### config.mk
export PLATFORM = sky130hd
export DESIGN_NAME = oss_core
export DESIGN_NICKNAME = d
export VERILOG_FILES = /design/src/oss_pkg.sv /design/src/oss_clk_switch.sv /design/src/oss_core.sv
export SDC_FILE = /design/constraint.sdc
export NUM_CORES = 1
export LEC_CHECK = 0
export ABC_AREA = 1
export BUFFER_PORTS_ARGS = -buffer_cell sky130_fd_sc_hd__buf_2
export CORE_MARGIN = 4
export CORE_UTILIZATION = 57
export CTS_CLUSTER_DIAMETER = 150
export DETAILED_ROUTE_END_ITERATION = 10
export MAX_ROUTING_LAYER = met4
export PLACE_DENSITY = 0.84
export SLEW_MARGIN = 15
export SYNTH_ARGS = -nofsm -noshare
export SYNTH_HDL_FRONTEND = slang
export SYNTH_HIERARCHICAL = 1
export SYNTH_SLANG_ARGS = --single-unit
export TNS_END_PERCENT = 5
### constraint.sdc
create_clock -name clk_sys_i -period 2.1 [get_ports clk_sys_i]
set_clock_uncertainty 0.05 [all_clocks]
set_input_delay 0 -clock clk_sys_i [delete_from_list [all_inputs] [get_ports clk_sys_i]]
set_output_delay 0 -clock clk_sys_i [all_outputs]
set_load 0.05 [all_outputs]
### src/oss_pkg.sv
// Constants, types and field layout of the oscillator source select block
// Behaviour
// - Two fast sources exist: fast crystal and an 8MHz fast RC oscillator.
// - Two slow sources exist: 32.768kHz slow crystal and 32kHz slow RC.
// - Run-time bits choose fast or slow system clock: speed bit, divider field.
// - Physical fast and slow sources come from configuration, not registers.
// - Configuration must name exactly one fast and one slow source.
// - Both crystals share pins; both enabled together is never accepted.
// - Unused slow crystal releases its pins for I/O or the fast crystal.
// - With fast RC and slow RC in use, the crystal port pins act as plain I/O.
// - Slow crystal low-power bit: 0 quick-start mode, 1 low-power mode.
// - Power-on clears the low-power bit so the slow crystal quick-starts.
// - Slow crystal clocks normally whatever the low-power bit says.
// - Oscillators also clock the watchdog and the time-base logic.
// - Sleep or idle gates the processor clock; a slow clock stays for timers.
// - Slow crystal counts as available only after a start-up delay.
// - Speed bit low: divider 000/001 slow, 010 fast/64, 011 fast/32.
`default_nettype none

package oss_pkg;

  // Nominal source rates
  localparam int unsigned CLK_SYS_HZ = 100_000_000;
  localparam int unsigned FAST_RC_HZ = 8_000_000;
  localparam int unsigned SLOW_XTAL_HZ = 32_768;
  localparam int unsigned SLOW_RC_HZ = 32_000;
  localparam int unsigned LP_ADVICE_S = 2;

  // Register index map
  localparam int unsigned ADDR_W = 4;
  localparam int unsigned DATA_W = 8;
  localparam logic [3:0] ADDR_MODE = 4'h0;
  localparam logic [3:0] ADDR_TBC = 4'h1;
  localparam logic [3:0] ADDR_CFG = 4'h2;

  // Mode register fields
  localparam int unsigned MODE_SPEED_BIT = 0;
  localparam int unsigned MODE_IDLE_BIT = 1;
  localparam int unsigned MODE_FRDY_BIT = 2;
  localparam int unsigned MODE_SRDY_BIT = 3;
  localparam int unsigned MODE_FWAKE_BIT = 4;
  localparam int unsigned MODE_DIV_LSB = 5;
  localparam logic [7:0] MODE_RST = 8'h03;
  localparam logic [7:0] MODE_WMASK = 8'hf3;

  // Time-base control and configuration status fields
  localparam int unsigned TBC_LP_BIT = 0;
  localparam logic TBC_LP_RST = 1'h0;
  localparam int unsigned CFG_SYSON_BIT = 0;
  localparam int unsigned CFG_FXTAL_BIT = 1;
  localparam int unsigned CFG_SXTAL_BIT = 2;
  localparam int unsigned CFG_ERR_BIT = 3;
  localparam int unsigned CFG_DONE_BIT = 4;

  // Configuration option codes
  localparam logic [1:0] CFG_SRC_XTAL = 2'h1;
  localparam logic [1:0] CFG_SRC_RC = 2'h2;

  // Start-up counts in source edges; strap wait in system clock cycles
  localparam int unsigned SLOW_START_EDGES = 1024;
  localparam int unsigned FAST_START_EDGES = 128;
  localparam logic [1:0] STRAP_WAIT = 2'h3;

  // Synchroniser bit positions
  localparam int unsigned SYN_FX = 0;
  localparam int unsigned SYN_FR = 1;
  localparam int unsigned SYN_SX = 2;
  localparam int unsigned SYN_SR = 3;
  localparam int unsigned SYN_CFG = 4;
  localparam int unsigned SYN_W = 8;

  // System clock selections, slowest source first
  typedef enum logic [2:0] {
    SEL_SLOW,
    SEL_DIV64,
    SEL_DIV32,
    SEL_DIV16,
    SEL_DIV8,
    SEL_DIV4,
    SEL_DIV2,
    SEL_FAST
  } oss_sel_e;

  typedef enum logic [1:0] {
    SW_IDLE,
    SW_RUN,
    SW_PARK,
    SW_ARM
  } oss_sw_e;

  // Shared crystal pin pair function
  typedef struct packed {
    logic gpio;
    logic fast_xtal;
    logic slow_xtal;
  } oss_pins_s;

endpackage : oss_pkg

`default_nettype wire

### src/oss_clk_switch.sv
// Glitch-free selector between sampled clock levels
`default_nettype none

module oss_clk_switch
(
  // Clock and reset
  input wire logic clk_sys_i,
  input wire logic reset_n_i,
  // Candidate levels and request
  input wire logic [7:0] cand_i,
  input wire oss_pkg::oss_sel_e req_sel_i,
  input wire logic req_ok_i,
  // Switched clock
  output logic clk_o,
  output oss_pkg::oss_sel_e cur_sel_o
);

  oss_pkg::oss_sw_e state_reg;
  oss_pkg::oss_sw_e state_next;
  oss_pkg::oss_sel_e cur_reg;
  oss_pkg::oss_sel_e cur_next;
  logic clk_reg;
  logic clk_next;
  wire logic cur_lvl;
  wire logic change;

  assign cur_lvl = cand_i[cur_reg];
  assign change = req_ok_i && (req_sel_i != cur_reg);

  // Old clock parked low, then new one joined on its low phase
  always_comb
  begin
    state_next = state_reg;
    cur_next = cur_reg;
    clk_next = clk_reg;
    case (state_reg)
      oss_pkg::SW_IDLE:
      begin
        clk_next = 1'b0;
        if (req_ok_i)
        begin
          cur_next = req_sel_i;
          state_next = oss_pkg::SW_ARM;
        end
      end
      oss_pkg::SW_RUN:
      begin
        clk_next = cur_lvl;
        if (change)
        begin
          state_next = oss_pkg::SW_PARK;
        end
      end
      oss_pkg::SW_PARK:
      begin
        clk_next = clk_reg & cur_lvl;
        if (!cur_lvl)
        begin
          cur_next = req_sel_i;
          state_next = oss_pkg::SW_ARM;
        end
      end
      oss_pkg::SW_ARM:
      begin
        clk_next = 1'b0;
        if (!cur_lvl)
        begin
          state_next = oss_pkg::SW_RUN;
        end
      end
      default:
      begin
        state_next = oss_pkg::SW_IDLE;
        clk_next = 1'b0;
      end
    endcase
  end

  always_ff @(posedge clk_sys_i)
  begin
    if (!reset_n_i)
    begin
      state_reg <= oss_pkg::SW_IDLE;
      cur_reg <= oss_pkg::SEL_SLOW;
      clk_reg <= 1'b0;
    end
    else
    begin
      state_reg <= state_next;
      cur_reg <= cur_next;
      clk_reg <= clk_next;
    end
  end

  assign clk_o = clk_reg;
  assign cur_sel_o = cur_reg;

endmodule : oss_clk_switch

`default_nettype wire

### src/oss_core.sv
// Oscillator source select, system clock switch and clock gating
//
// Chosen here: strobed register access and the placing of the registers.
`default_nettype none

module oss_core
#(
  parameter int unsigned SLOW_START = oss_pkg::SLOW_START_EDGES,
  parameter int unsigned FAST_START = oss_pkg::FAST_START_EDGES
)
(
  // Clock and reset
  input wire logic clk_sys_i,
  input wire logic reset_n_i,
  // Register port
  input wire logic [3:0] reg_addr_i,
  input wire logic [7:0] reg_wdata_i,
  input wire logic reg_we_i,
  input wire logic reg_re_i,
  output logic [7:0] reg_rdata_o,
  // Configuration options
  input wire logic [1:0] cfg_fast_src_i,
  input wire logic [1:0] cfg_slow_src_i,
  // Oscillator outputs
  input wire logic osc_fast_xtal_i,
  input wire logic osc_fast_rc_i,
  input wire logic osc_slow_xtal_i,
  input wire logic osc_slow_rc_i,
  // Processor halt
  input wire logic cpu_halt_i,
  // Oscillator controls
  output logic fast_xtal_en_o,
  output logic fast_rc_en_o,
  output logic slow_xtal_en_o,
  output logic slow_rc_en_o,
  output logic slow_crystal_low_power_o,
  output oss_pkg::oss_pins_s pin_mode_o,
  output logic cfg_err_o,
  // Derived clocks
  output logic sys_clk_o,
  output logic cpu_clk_o,
  output logic wdt_clk_o,
  output logic timebase_clk_o
);

  localparam int unsigned SCW = $clog2(SLOW_START + 1);
  localparam int unsigned FCW = $clog2(FAST_START + 1);
  localparam logic [SCW-1:0] SLOW_DONE = SCW'(SLOW_START);
  localparam logic [FCW-1:0] FAST_DONE = FCW'(FAST_START);

  // Two-stage synchronisers for pins and oscillators
  wire logic [oss_pkg::SYN_W-1:0] raw;
  logic [oss_pkg::SYN_W-1:0] syn1_reg;
  logic [oss_pkg::SYN_W-1:0] syn2_reg;

  assign raw = {cfg_slow_src_i, cfg_fast_src_i, osc_slow_rc_i, osc_slow_xtal_i,
                osc_fast_rc_i, osc_fast_xtal_i};

  genvar gi;
  generate
    for (gi = 0; gi < oss_pkg::SYN_W; gi++)
    begin : g_sync
      always_ff @(posedge clk_sys_i)
      begin
        if (!reset_n_i)
        begin
          syn1_reg[gi] <= 1'b0;
          syn2_reg[gi] <= 1'b0;
        end
        else
        begin
          syn1_reg[gi] <= raw[gi];
          syn2_reg[gi] <= syn1_reg[gi];
        end
      end
    end
  endgenerate

  // Configuration capture after reset release
  logic [1:0] strap_cnt_reg;
  logic strap_done_reg;
  logic fast_xtal_reg;
  logic slow_xtal_reg;
  logic cfg_err_reg;
  wire logic [1:0] cfg_fast;
  wire logic [1:0] cfg_slow;
  wire logic fast_ok;
  wire logic slow_ok;
  wire logic want_fx;
  wire logic want_sx;
  wire logic pin_clash;

  assign cfg_fast = syn2_reg[oss_pkg::SYN_CFG +: 2];
  assign cfg_slow = syn2_reg[oss_pkg::SYN_CFG + 2 +: 2];
  assign fast_ok = (cfg_fast == oss_pkg::CFG_SRC_XTAL) || (cfg_fast == oss_pkg::CFG_SRC_RC);
  assign slow_ok = (cfg_slow == oss_pkg::CFG_SRC_XTAL) || (cfg_slow == oss_pkg::CFG_SRC_RC);
  assign want_fx = cfg_fast == oss_pkg::CFG_SRC_XTAL;
  assign want_sx = cfg_slow == oss_pkg::CFG_SRC_XTAL;
  assign pin_clash = want_fx && want_sx;

  always_ff @(posedge clk_sys_i)
  begin
    if (!reset_n_i)
    begin
      strap_cnt_reg <= 2'h0;
      strap_done_reg <= 1'b0;
      fast_xtal_reg <= 1'b0;
      slow_xtal_reg <= 1'b0;
      cfg_err_reg <= 1'b0;
    end
    else if (!strap_done_reg)
    begin
      strap_cnt_reg <= strap_cnt_reg + 2'h1;
      if (strap_cnt_reg == oss_pkg::STRAP_WAIT)
      begin
        strap_done_reg <= 1'b1;
        fast_xtal_reg <= want_fx;
        slow_xtal_reg <= want_sx && !pin_clash;
        cfg_err_reg <= !fast_ok || !slow_ok || pin_clash;
      end
    end
  end

  // Selected source levels and edges
  wire logic fast_lvl;
  wire logic slow_lvl;
  logic fast_prev_reg;
  logic slow_prev_reg;
  wire logic fast_rise;
  wire logic slow_rise;

  assign fast_lvl = fast_xtal_reg ? syn2_reg[oss_pkg::SYN_FX] : syn2_reg[oss_pkg::SYN_FR];
  assign slow_lvl = slow_xtal_reg ? syn2_reg[oss_pkg::SYN_SX] : syn2_reg[oss_pkg::SYN_SR];
  assign fast_rise = fast_lvl && !fast_prev_reg;
  assign slow_rise = slow_lvl && !slow_prev_reg;

  // Registers
  logic [7:0] mode_reg;
  logic lp_reg;
  logic syson_reg;
  logic [7:0] rdata_reg;
  wire logic wr_mode;
  wire logic wr_tbc;
  wire logic wr_cfg;

  assign wr_mode = reg_we_i && (reg_addr_i == oss_pkg::ADDR_MODE);
  assign wr_tbc = reg_we_i && (reg_addr_i == oss_pkg::ADDR_TBC);
  assign wr_cfg = reg_we_i && (reg_addr_i == oss_pkg::ADDR_CFG);

  // Start-up counters
  logic [SCW-1:0] slow_cnt_reg;
  logic [FCW-1:0] fast_cnt_reg;
  logic [5:0] div_reg;
  wire logic slow_rdy;
  wire logic fast_rdy;
  wire logic fast_run;

  assign slow_rdy = slow_cnt_reg == SLOW_DONE;
  assign fast_rdy = fast_cnt_reg == FAST_DONE;

  // Requested system clock
  wire logic hl_bit;
  wire logic idle_bit;
  wire logic [2:0] div_sel;
  wire oss_pkg::oss_sel_e req_sel;
  wire logic req_ok;
  wire oss_pkg::oss_sel_e cur_sel;
  wire logic sw_clk;
  wire logic [7:0] cand;

  assign hl_bit = mode_reg[oss_pkg::MODE_SPEED_BIT];
  assign idle_bit = mode_reg[oss_pkg::MODE_IDLE_BIT];
  assign div_sel = mode_reg[oss_pkg::MODE_DIV_LSB +: 3];
  assign req_sel = hl_bit ? oss_pkg::SEL_FAST :
                   (div_sel < 3'h2) ? oss_pkg::SEL_SLOW :
                   oss_pkg::oss_sel_e'(div_sel - 3'h1);
  assign req_ok = strap_done_reg && ((req_sel == oss_pkg::SEL_SLOW) ? slow_rdy : fast_rdy);
  assign cand = {fast_lvl, div_reg[0], div_reg[1], div_reg[2], div_reg[3], div_reg[4],
                 div_reg[5], slow_lvl};

  oss_clk_switch u_switch
  (
    .clk_sys_i(clk_sys_i),
    .reset_n_i(reset_n_i),
    .cand_i(cand),
    .req_sel_i(req_sel),
    .req_ok_i(req_ok),
    .clk_o(sw_clk),
    .cur_sel_o(cur_sel)
  );

  // Power states
  wire logic sleep_st;
  wire logic idle0_st;
  wire logic fast_need;

  assign sleep_st = cpu_halt_i && !idle_bit;
  assign idle0_st = cpu_halt_i && idle_bit && !syson_reg;
  assign fast_need = (req_sel != oss_pkg::SEL_SLOW) || (cur_sel != oss_pkg::SEL_SLOW);
  assign fast_run = strap_done_reg && fast_need && !sleep_st && !idle0_st;

  always_ff @(posedge clk_sys_i)
  begin
    if (!reset_n_i)
    begin
      fast_prev_reg <= 1'b0;
      slow_prev_reg <= 1'b0;
      slow_cnt_reg <= '0;
      fast_cnt_reg <= '0;
      div_reg <= 6'h00;
    end
    else
    begin
      fast_prev_reg <= fast_lvl;
      slow_prev_reg <= slow_lvl;
      if (slow_rise && strap_done_reg && !slow_rdy)
      begin
        slow_cnt_reg <= slow_cnt_reg + SCW'(1);
      end
      if (!fast_run)
      begin
        fast_cnt_reg <= '0;
      end
      else if (fast_rise && !fast_rdy)
      begin
        fast_cnt_reg <= fast_cnt_reg + FCW'(1);
      end
      if (fast_rise)
      begin
        div_reg <= div_reg + 6'h01;
      end
    end
  end

  // Register writes; power-on clears low-power bit
  always_ff @(posedge clk_sys_i)
  begin
    if (!reset_n_i)
    begin
      mode_reg <= oss_pkg::MODE_RST;
      lp_reg <= oss_pkg::TBC_LP_RST;
      syson_reg <= 1'b0;
    end
    else
    begin
      if (wr_mode)
      begin
        mode_reg <= reg_wdata_i & oss_pkg::MODE_WMASK;
      end
      if (wr_tbc)
      begin
        lp_reg <= reg_wdata_i[oss_pkg::TBC_LP_BIT];
      end
      if (wr_cfg)
      begin
        syson_reg <= reg_wdata_i[oss_pkg::CFG_SYSON_BIT];
      end
    end
  end

  // Read mux
  wire logic [7:0] mode_rd;
  wire logic [7:0] tbc_rd;
  wire logic [7:0] cfg_rd;
  wire logic [7:0] rd_mux;

  assign mode_rd = (mode_reg & oss_pkg::MODE_WMASK)
                   | (8'(fast_rdy) << oss_pkg::MODE_FRDY_BIT)
                   | (8'(slow_rdy) << oss_pkg::MODE_SRDY_BIT);
  assign tbc_rd = 8'(lp_reg) << oss_pkg::TBC_LP_BIT;
  assign cfg_rd = (8'(syson_reg) << oss_pkg::CFG_SYSON_BIT)
                  | (8'(fast_xtal_reg) << oss_pkg::CFG_FXTAL_BIT)
                  | (8'(slow_xtal_reg) << oss_pkg::CFG_SXTAL_BIT)
                  | (8'(cfg_err_reg) << oss_pkg::CFG_ERR_BIT)
                  | (8'(strap_done_reg) << oss_pkg::CFG_DONE_BIT);
  assign rd_mux = (reg_addr_i == oss_pkg::ADDR_MODE) ? mode_rd :
                  (reg_addr_i == oss_pkg::ADDR_TBC) ? tbc_rd :
                  (reg_addr_i == oss_pkg::ADDR_CFG) ? cfg_rd : 8'h00;

  // Clock gates move only while the gated clock is low
  logic sys_gate_reg;
  logic cpu_gate_reg;
  logic tb_gate_reg;
  logic sys_clk_reg;
  logic cpu_clk_reg;
  logic wdt_clk_reg;
  logic tb_clk_reg;
  oss_pkg::oss_pins_s pins_reg;
  oss_pkg::oss_pins_s pins_next;
  logic fx_en_reg;
  logic fr_en_reg;
  logic sx_en_reg;
  logic sr_en_reg;

  always_comb
  begin
    pins_next.gpio = !fast_xtal_reg && !slow_xtal_reg;
    pins_next.fast_xtal = fast_xtal_reg;
    pins_next.slow_xtal = slow_xtal_reg;
  end

  always_ff @(posedge clk_sys_i)
  begin
    if (!reset_n_i)
    begin
      sys_gate_reg <= 1'b0;
      cpu_gate_reg <= 1'b0;
      tb_gate_reg <= 1'b0;
      sys_clk_reg <= 1'b0;
      cpu_clk_reg <= 1'b0;
      wdt_clk_reg <= 1'b0;
      tb_clk_reg <= 1'b0;
      pins_reg <= '0;
      fx_en_reg <= 1'b0;
      fr_en_reg <= 1'b0;
      sx_en_reg <= 1'b0;
      sr_en_reg <= 1'b0;
      rdata_reg <= 8'h00;
    end
    else
    begin
      if (!sw_clk)
      begin
        sys_gate_reg <= !sleep_st && !idle0_st;
        cpu_gate_reg <= !cpu_halt_i;
      end
      if (!slow_lvl)
      begin
        tb_gate_reg <= !sleep_st && strap_done_reg;
      end
      sys_clk_reg <= sw_clk && sys_gate_reg;
      cpu_clk_reg <= sw_clk && cpu_gate_reg;
      wdt_clk_reg <= slow_lvl && strap_done_reg;
      tb_clk_reg <= slow_lvl && tb_gate_reg;
      pins_reg <= pins_next;
      fx_en_reg <= fast_run && fast_xtal_reg;
      fr_en_reg <= fast_run && !fast_xtal_reg;
      sx_en_reg <= strap_done_reg && slow_xtal_reg;
      sr_en_reg <= strap_done_reg && !slow_xtal_reg;
      rdata_reg <= reg_re_i ? rd_mux : 8'h00;
    end
  end

  assign reg_rdata_o = rdata_reg;
  assign fast_xtal_en_o = fx_en_reg;
  assign fast_rc_en_o = fr_en_reg;
  assign slow_xtal_en_o = sx_en_reg;
  assign slow_rc_en_o = sr_en_reg;
  assign slow_crystal_low_power_o = lp_reg;
  assign pin_mode_o = pins_reg;
  assign cfg_err_o = cfg_err_reg;
  assign sys_clk_o = sys_clk_reg;
  assign cpu_clk_o = cpu_clk_reg;
  assign wdt_clk_o = wdt_clk_reg;
  assign timebase_clk_o = tb_clk_reg;

endmodule : oss_core

`default_nettype wire

==> After elaboration in Yosys (flattened, before gate mapping) <==
Cells that the tools add are included.
{ "totals": {"reg_bits": 85, "input_bits": 25, "wordCells": 160} }
{ "op_classes": {"n_addsub": 5, "n_lt_le_gt_ge": 2, "eq_ne": 17, "mux": 21, "bitwise_logic": 8, "n_reduce_logical": 60} }
{ "ops": {"columns": ["operator", "count"], "rows": [
  ["$logic_and A1 B1 Y1", 29],
  ["$logic_not A1 Y1", 14],
  ["$mux W3", 4],
  ["$add A11 B1 Y11 const B", 1],
  ["$eq A11 B11 Y1 const B", 1],
  ["$eq A2 B2 Y1 const B", 5],
  ["$mux W5", 2],
  ["$add A8 B1 Y8 const B", 1],
  ["$eq A8 B8 Y1 const B", 1],
  ["$mux W2", 4],
  ["$mux W8", 1],
  ["$or A8 B3 Y8", 1],
  ["$or A8 B4 Y8", 1],
  ["$pmux W2 S4", 1],
  ["$add A6 B1 Y6 const B", 1],
  ["$eq A2 B1 Y1 const B", 3],
  ["$mux W1", 6],
  ["$pmux W3 S2", 1],
  ["$reduce_and A2 Y1", 3],
  ["$reduce_bool A3 Y1", 2],
  ["$logic_or A1 B1 Y1", 5],
  ["$or A4 B5 Y5", 1],
  ["$eq A4 B1 Y1 const B", 1],
  ["$eq A4 B2 Y1 const B", 1],
  ["21 further kinds", 23]
]} }

==> Longest topological paths before layout <==
{ "depth": {"ltp_word": 9, "depth_mapped": 14, "depth_no_buf": 14} }

==> Modules after synthesis <==
The synthesis kept the hierarchy.
{ "modules_own_cells": {"columns": ["module", "instances", "cells_per_inst", "area_each_um2", "seq_area_each_um2"], "rows": [
  ["oss_core", 1, 456, 3316.9, 1581.5],
  ["oss_clk_switch", 1, 71, 445.4, 120.1]
]} }

==> Worst setup path before layout <==
OpenSTA, ideal clock, no wires.
{ "synth_path": {"path_type": "register to register", "startpoint": "reg mode_reg[6]", "endpoint": "reg u_switch.state_reg[1]", "arrival_ns": 1.677, "setup_slack_ns": 0.261, "stages_incl_launch_ff": 14, "path_buffers": 0, "period_less_slack_ns": 1.839, "path_cell_list": "dfxtp_1 inv_1 ha_1 nand2_1 nor2_1 nor3_1 nand3_1 nand2_1 nor2_1 nand3b_1 nand2_2 nor2_2 nor2_1 nor2_2"} }
{ "synth_between": {"elab_chain_cells": 9} }
{ "synth_lines": {"columns": ["element", "line_no", "rtl"], "rows": [
  ["start: declaration", "oss_core.sv:138", "logic [7:0] mode_reg;"],
  ["start signal: assignment", "oss_core.sv:240", "mode_reg <= oss_pkg::MODE_RST;"],
  ["start signal: assignment", "oss_core.sv:248", "mode_reg <= reg_wdata_i & oss_pkg::MODE_WMASK;"],
  ["$sub A3 B1 Y3 / $lt A3 B2 Y1 (equally long branches)", "oss_core.sv:176, oss_core.sv:175", null],
  ["$mux W3 *", "oss_core.sv:175", "(div_sel < 3'h2) ? oss_pkg::SEL_SLOW :"],
  ["$mux W3 *", "oss_core.sv:174", "assign req_sel = hl_bit ? oss_pkg::SEL_FAST :"],
  ["$logic_not A3 Y1 *", "oss_core.sv:177", "assign req_ok = strap_done_reg && ((req_sel == oss_pkg::SEL_SLOW) ? slow_rdy : fast_rdy);"],
  ["$mux W1 *", "oss_core.sv:177", null],
  ["$logic_and A1 B1 Y1 *", "oss_core.sv:177", null],
  ["net req_ok", "oss_core.sv:166", "wire logic req_ok;"],
  ["$logic_and A1 B1 Y1", "oss_clk_switch.sv:28", "assign change = req_ok_i && (req_sel_i != cur_reg);"],
  ["$ne A2 B1 Y1 (no line)", null, null],
  ["$reduce_and A4 Y1 (no line) *", null, null],
  ["end signal: assignment", "oss_clk_switch.sv:83", "state_reg <= oss_pkg::SW_IDLE;"],
  ["end signal: assignment", "oss_clk_switch.sv:89", "state_reg <= state_next;"],
  ["end: declaration", "oss_clk_switch.sv:18", "oss_pkg::oss_sw_e state_reg;"]
]} }
The timed path passes the listed nets; every way through them passes the cells marked *.
A chain may end at the register's enable or synchronous reset.

==> Worst setup path in the final report <==
{ "layout_path": {"startpoint": "in reg_addr_i[2]", "endpoint": "reg lp_reg (netlist: slow_crystal_low_power_o)"} }
{ "layout_between": {"elab_chain_cells": 2} }
{ "layout_lines": {"columns": ["element", "line_no", "rtl"], "rows": [
  ["start: declaration", "oss_core.sv:16", "input wire logic [3:0] reg_addr_i,"],
  ["$eq A4 B1 Y1", "oss_core.sv:147", "assign wr_tbc = reg_we_i && (reg_addr_i == oss_pkg::ADDR_TBC);"],
  ["$logic_and A1 B1 Y1", "oss_core.sv:147", null],
  ["end signal: assignment", "oss_core.sv:241", "lp_reg <= oss_pkg::TBC_LP_RST;"],
  ["end signal: assignment", "oss_core.sv:252", "lp_reg <= reg_wdata_i[oss_pkg::TBC_LP_BIT];"],
  ["end: declaration", "oss_core.sv:139", "logic lp_reg;"]
]} }
Every way passes these cells.

==> impl_metrics.tcl <==
set metrics [dict create \
    path_buf_inv 4 \
    clock_latency_ps 360 \
    p_switching_mw 1.17 \
    fin_crit_sh_pct 99.4 \
    grt_setup_unrepaired "yes" \
    syn_inst 527 \
    placementRows 29 \
    syn_area_um2 3760 \
    cellLeakagePower_nw 2.12 \
    syn2layout_area_growth_pct 20.5 \
    relSlewSlack_pct 71.6 \
    post-cts-setup-buffers 0 \
    combPwrFrac_pct 17.5 \
    cap_viol_max_count 0 \
    worst_pin_slew_ps 425 \
    final_antenna_net_count 0 \
    dp.final_hpwl_mm 5.68 \
    synth_top_area_share_pct 45.2 \
    synthArstFlopShare_pct 0 \
    cts_max_level 3 \
    path_delay_family "buffers and inverters" \
    post-route-drc-count 0 \
    syn_nets 561 \
    antenna_cells 0 \
    critPathKind "primary input to register" \
    layout-drive-gt1-share_pct 15.2 \
    dp_cells 644 \
    floorplan.initialDensity_pct 58.9 \
    yosysTopAreaCell "dfxtp_1" \
    start_kind "primary input" \
    hold_path_class "primary input to register" \
    finalCriticalPeriod_ps 2090 \
    power-per-cell-area_nw_per_um2 814 \
    cp_data_arrival_time_ps 2320 \
    crit_path_top_delay_cell "dlygate4sd3_1" \
    layout.nets 633 \
    synth_seq_cells 85 \
    grt_max_degree 43 \
    cts_buffers 9 \
    grt_pass1_vias 3570 \
    clock_path_buffers 2 \
    switching_share_pct 31.7 \
    tritoncts "yes" \
    io_pins 46 \
    clock-sinks 85 \
    p_total_mw 3.69 \
    crit_top_cell "dlygate4sd3_1" \
    syn_area_per_cell_um2 7.14 \
    synth_edf_count 0 \
    die_y_um 89.2 \
    grt_pass1_wl_mm 16.7 \
    clk_pin_slew_ps 100 \
    grt_overflow 0 \
    wirelength_mm 9.74 \
    final_cell_mix "nand2_1 (144), dfxtp_1 (84), inv_1 (79), nor2_1 (63), buf_2 (43)" \
    die_w_um 89.2 \
    setup_viol 0 \
    synth_cell_types 30 \
    status "completed" \
    irDropWorstVdd_mv 0.579 \
    crit_path_cell_trace "dlygate4sd3_1 -> buf_2 -> nor2_2 -> dlygate4sd3_1 -> nand4_1 -> dlygate4sd3_1 -> a21oi_1" \
    firstDrtPassIters 5 \
    crit_path_max_fanout 3 \
    port_buffers 43 \
    vias 3684 \
    layoutNonFillerInstCount 681 \
    maxClockFrequency_mhz 479 \
    required_ps 2330 \
    end_kind "register" \
    wl_per_cell_um 14.3 \
    antenna_found_initial 0 \
    ys_warn_count 6 \
    p_clk_share_pct 33.4 \
    grt_usage_pct 27.7 \
    largest_reg_flops 11 \
    root_buffer "clkbuf_8" \
    core-area_um2 6390 \
    viasPerCell 5.41 \
    synth_area_leaders "dfxtp_1 (45%), nand2_1 (14%), inv_1 (8.1%)" \
    synth_flop_cell "dfxtp_1" \
    finalHoldViolCount 0 \
    ys_seq_area_share_pct 45.2 \
    critPathMaxStageDelay_ps 610 \
    place.gp.congestion 0.894 \
    dieArea_um2 7960 \
    tns_ps 0 \
    final_common_cell "nand2_1" \
    report.final.slew_viol_count 0 \
    dr.first_iter.drc_count 294 \
    seqPwrFrac_pct 49.1 \
    p_int_mw 2.52 \
]
-- final cells by class --
| type | instances | area, um^2 |
|---|---|---|
| clock buffer | 9 | 124 |
| clock inverter | 7 | 90.1 |
| fill | 428 | 1850 |
| inverter | 84 | 315 |
| multi-input combinational | 348 | 1730 |
| sequential | 85 | 1700 |
| tap | 77 | 96.3 |
| timing repair buffer | 71 | 478 |
-- cells in the mapped netlist, drive strengths merged (5+ instances only) --
cell      n
nand3b    5
a21oi    32
nand2   146
buf       9
xor2      8
nor2     70
nand4    11
inv      83
xnor2     5
o21ai    23
dfxtp    85
nor3      6
nand3    26
ha        9
-- worst min-delay path, stage by stage --
cell	delay [ps]
buf_2	120
clkinv_1	220
a21oi_2	60
-- stage by stage --
step / setup slack, ps / cell area, um^2 / hold WS (ps) / util, %
after global placement: 225 / 4080 / 133 / 63.9
after detailed placement: 97.9 / 4080 / 138 / 63.9
after floorplan: 261 / 3760 / 47.6 / -
after CTS: 66.4 / 4500 / 17.5 / 70.5
after global routing: -23.0 / 4530 / 52.0 / 71.0
final: 12.6 / 4530 / 18.5 / 71.0
-- per-layer routing --
metal | vias up | track usage [%] | wire length, um
li1 | 1787 | - | -
met1 | 1704 | 32.5 | 4040
met2 | 154 | 45.5 | 4820
met3 | 39 | 4.42 | 519
met4 | 0 | 14.7 | 357
met5 | - | - | 0
-- power by group through the flow --
stage / Sequential, mW / Combinational (mW) / Clock [mW]
after CTS: 1.81 / 0.631 / 1.23
after global placement: 1.84 / 0.573 / 0
final: 1.81 / 0.647 / 1.23
after floorplan: 1.85 / 0.446 / 0
after detailed placement: 1.84 / 0.595 / 0
after global routing: 1.83 / 0.724 / 1.31
-- kinds of logic (layout without fill, tap and decap cells) --
| logic type | after synthesis | count (layout) | share of synthesized area, % |
|---|---|---|---|
| AOI/OAI and AO/OA | 62 | 62 | 9.01 |
| xor gates and xnor gates | 13 | 13 | 3.03 |
| adders and majority gates | 9 | 9 | 2.99 |
| buffers and inverters | 94 | 171 | 9.64 |
| DFF | 85 | 85 | 45.2 |
| and+or+nand+nor | 264 | 264 | 30.1 |
-- timing repair --
item	4_1_cts	5_1_grt
endpoints found under the setup margin	0	6
gates resized for setup	0	10
hold buffers	21	0
hold endpoints to repair	19	0
-- worst paths after layout --
check	from	slack, ps	endpoint	cells after the start
setup / recovery	reg_addr_i[2]	10	slow_crystal_low_power_o	7
hold / removal	reset_n_i	20	slow_cnt_reg[9]	3
setup reg to reg	mode_reg[6]	120	u_switch/state_reg[1]	14
hold reg to reg	syn1_reg[5]	380	cfg_fast[1]	2
Power figures use the tool's default switching activity.
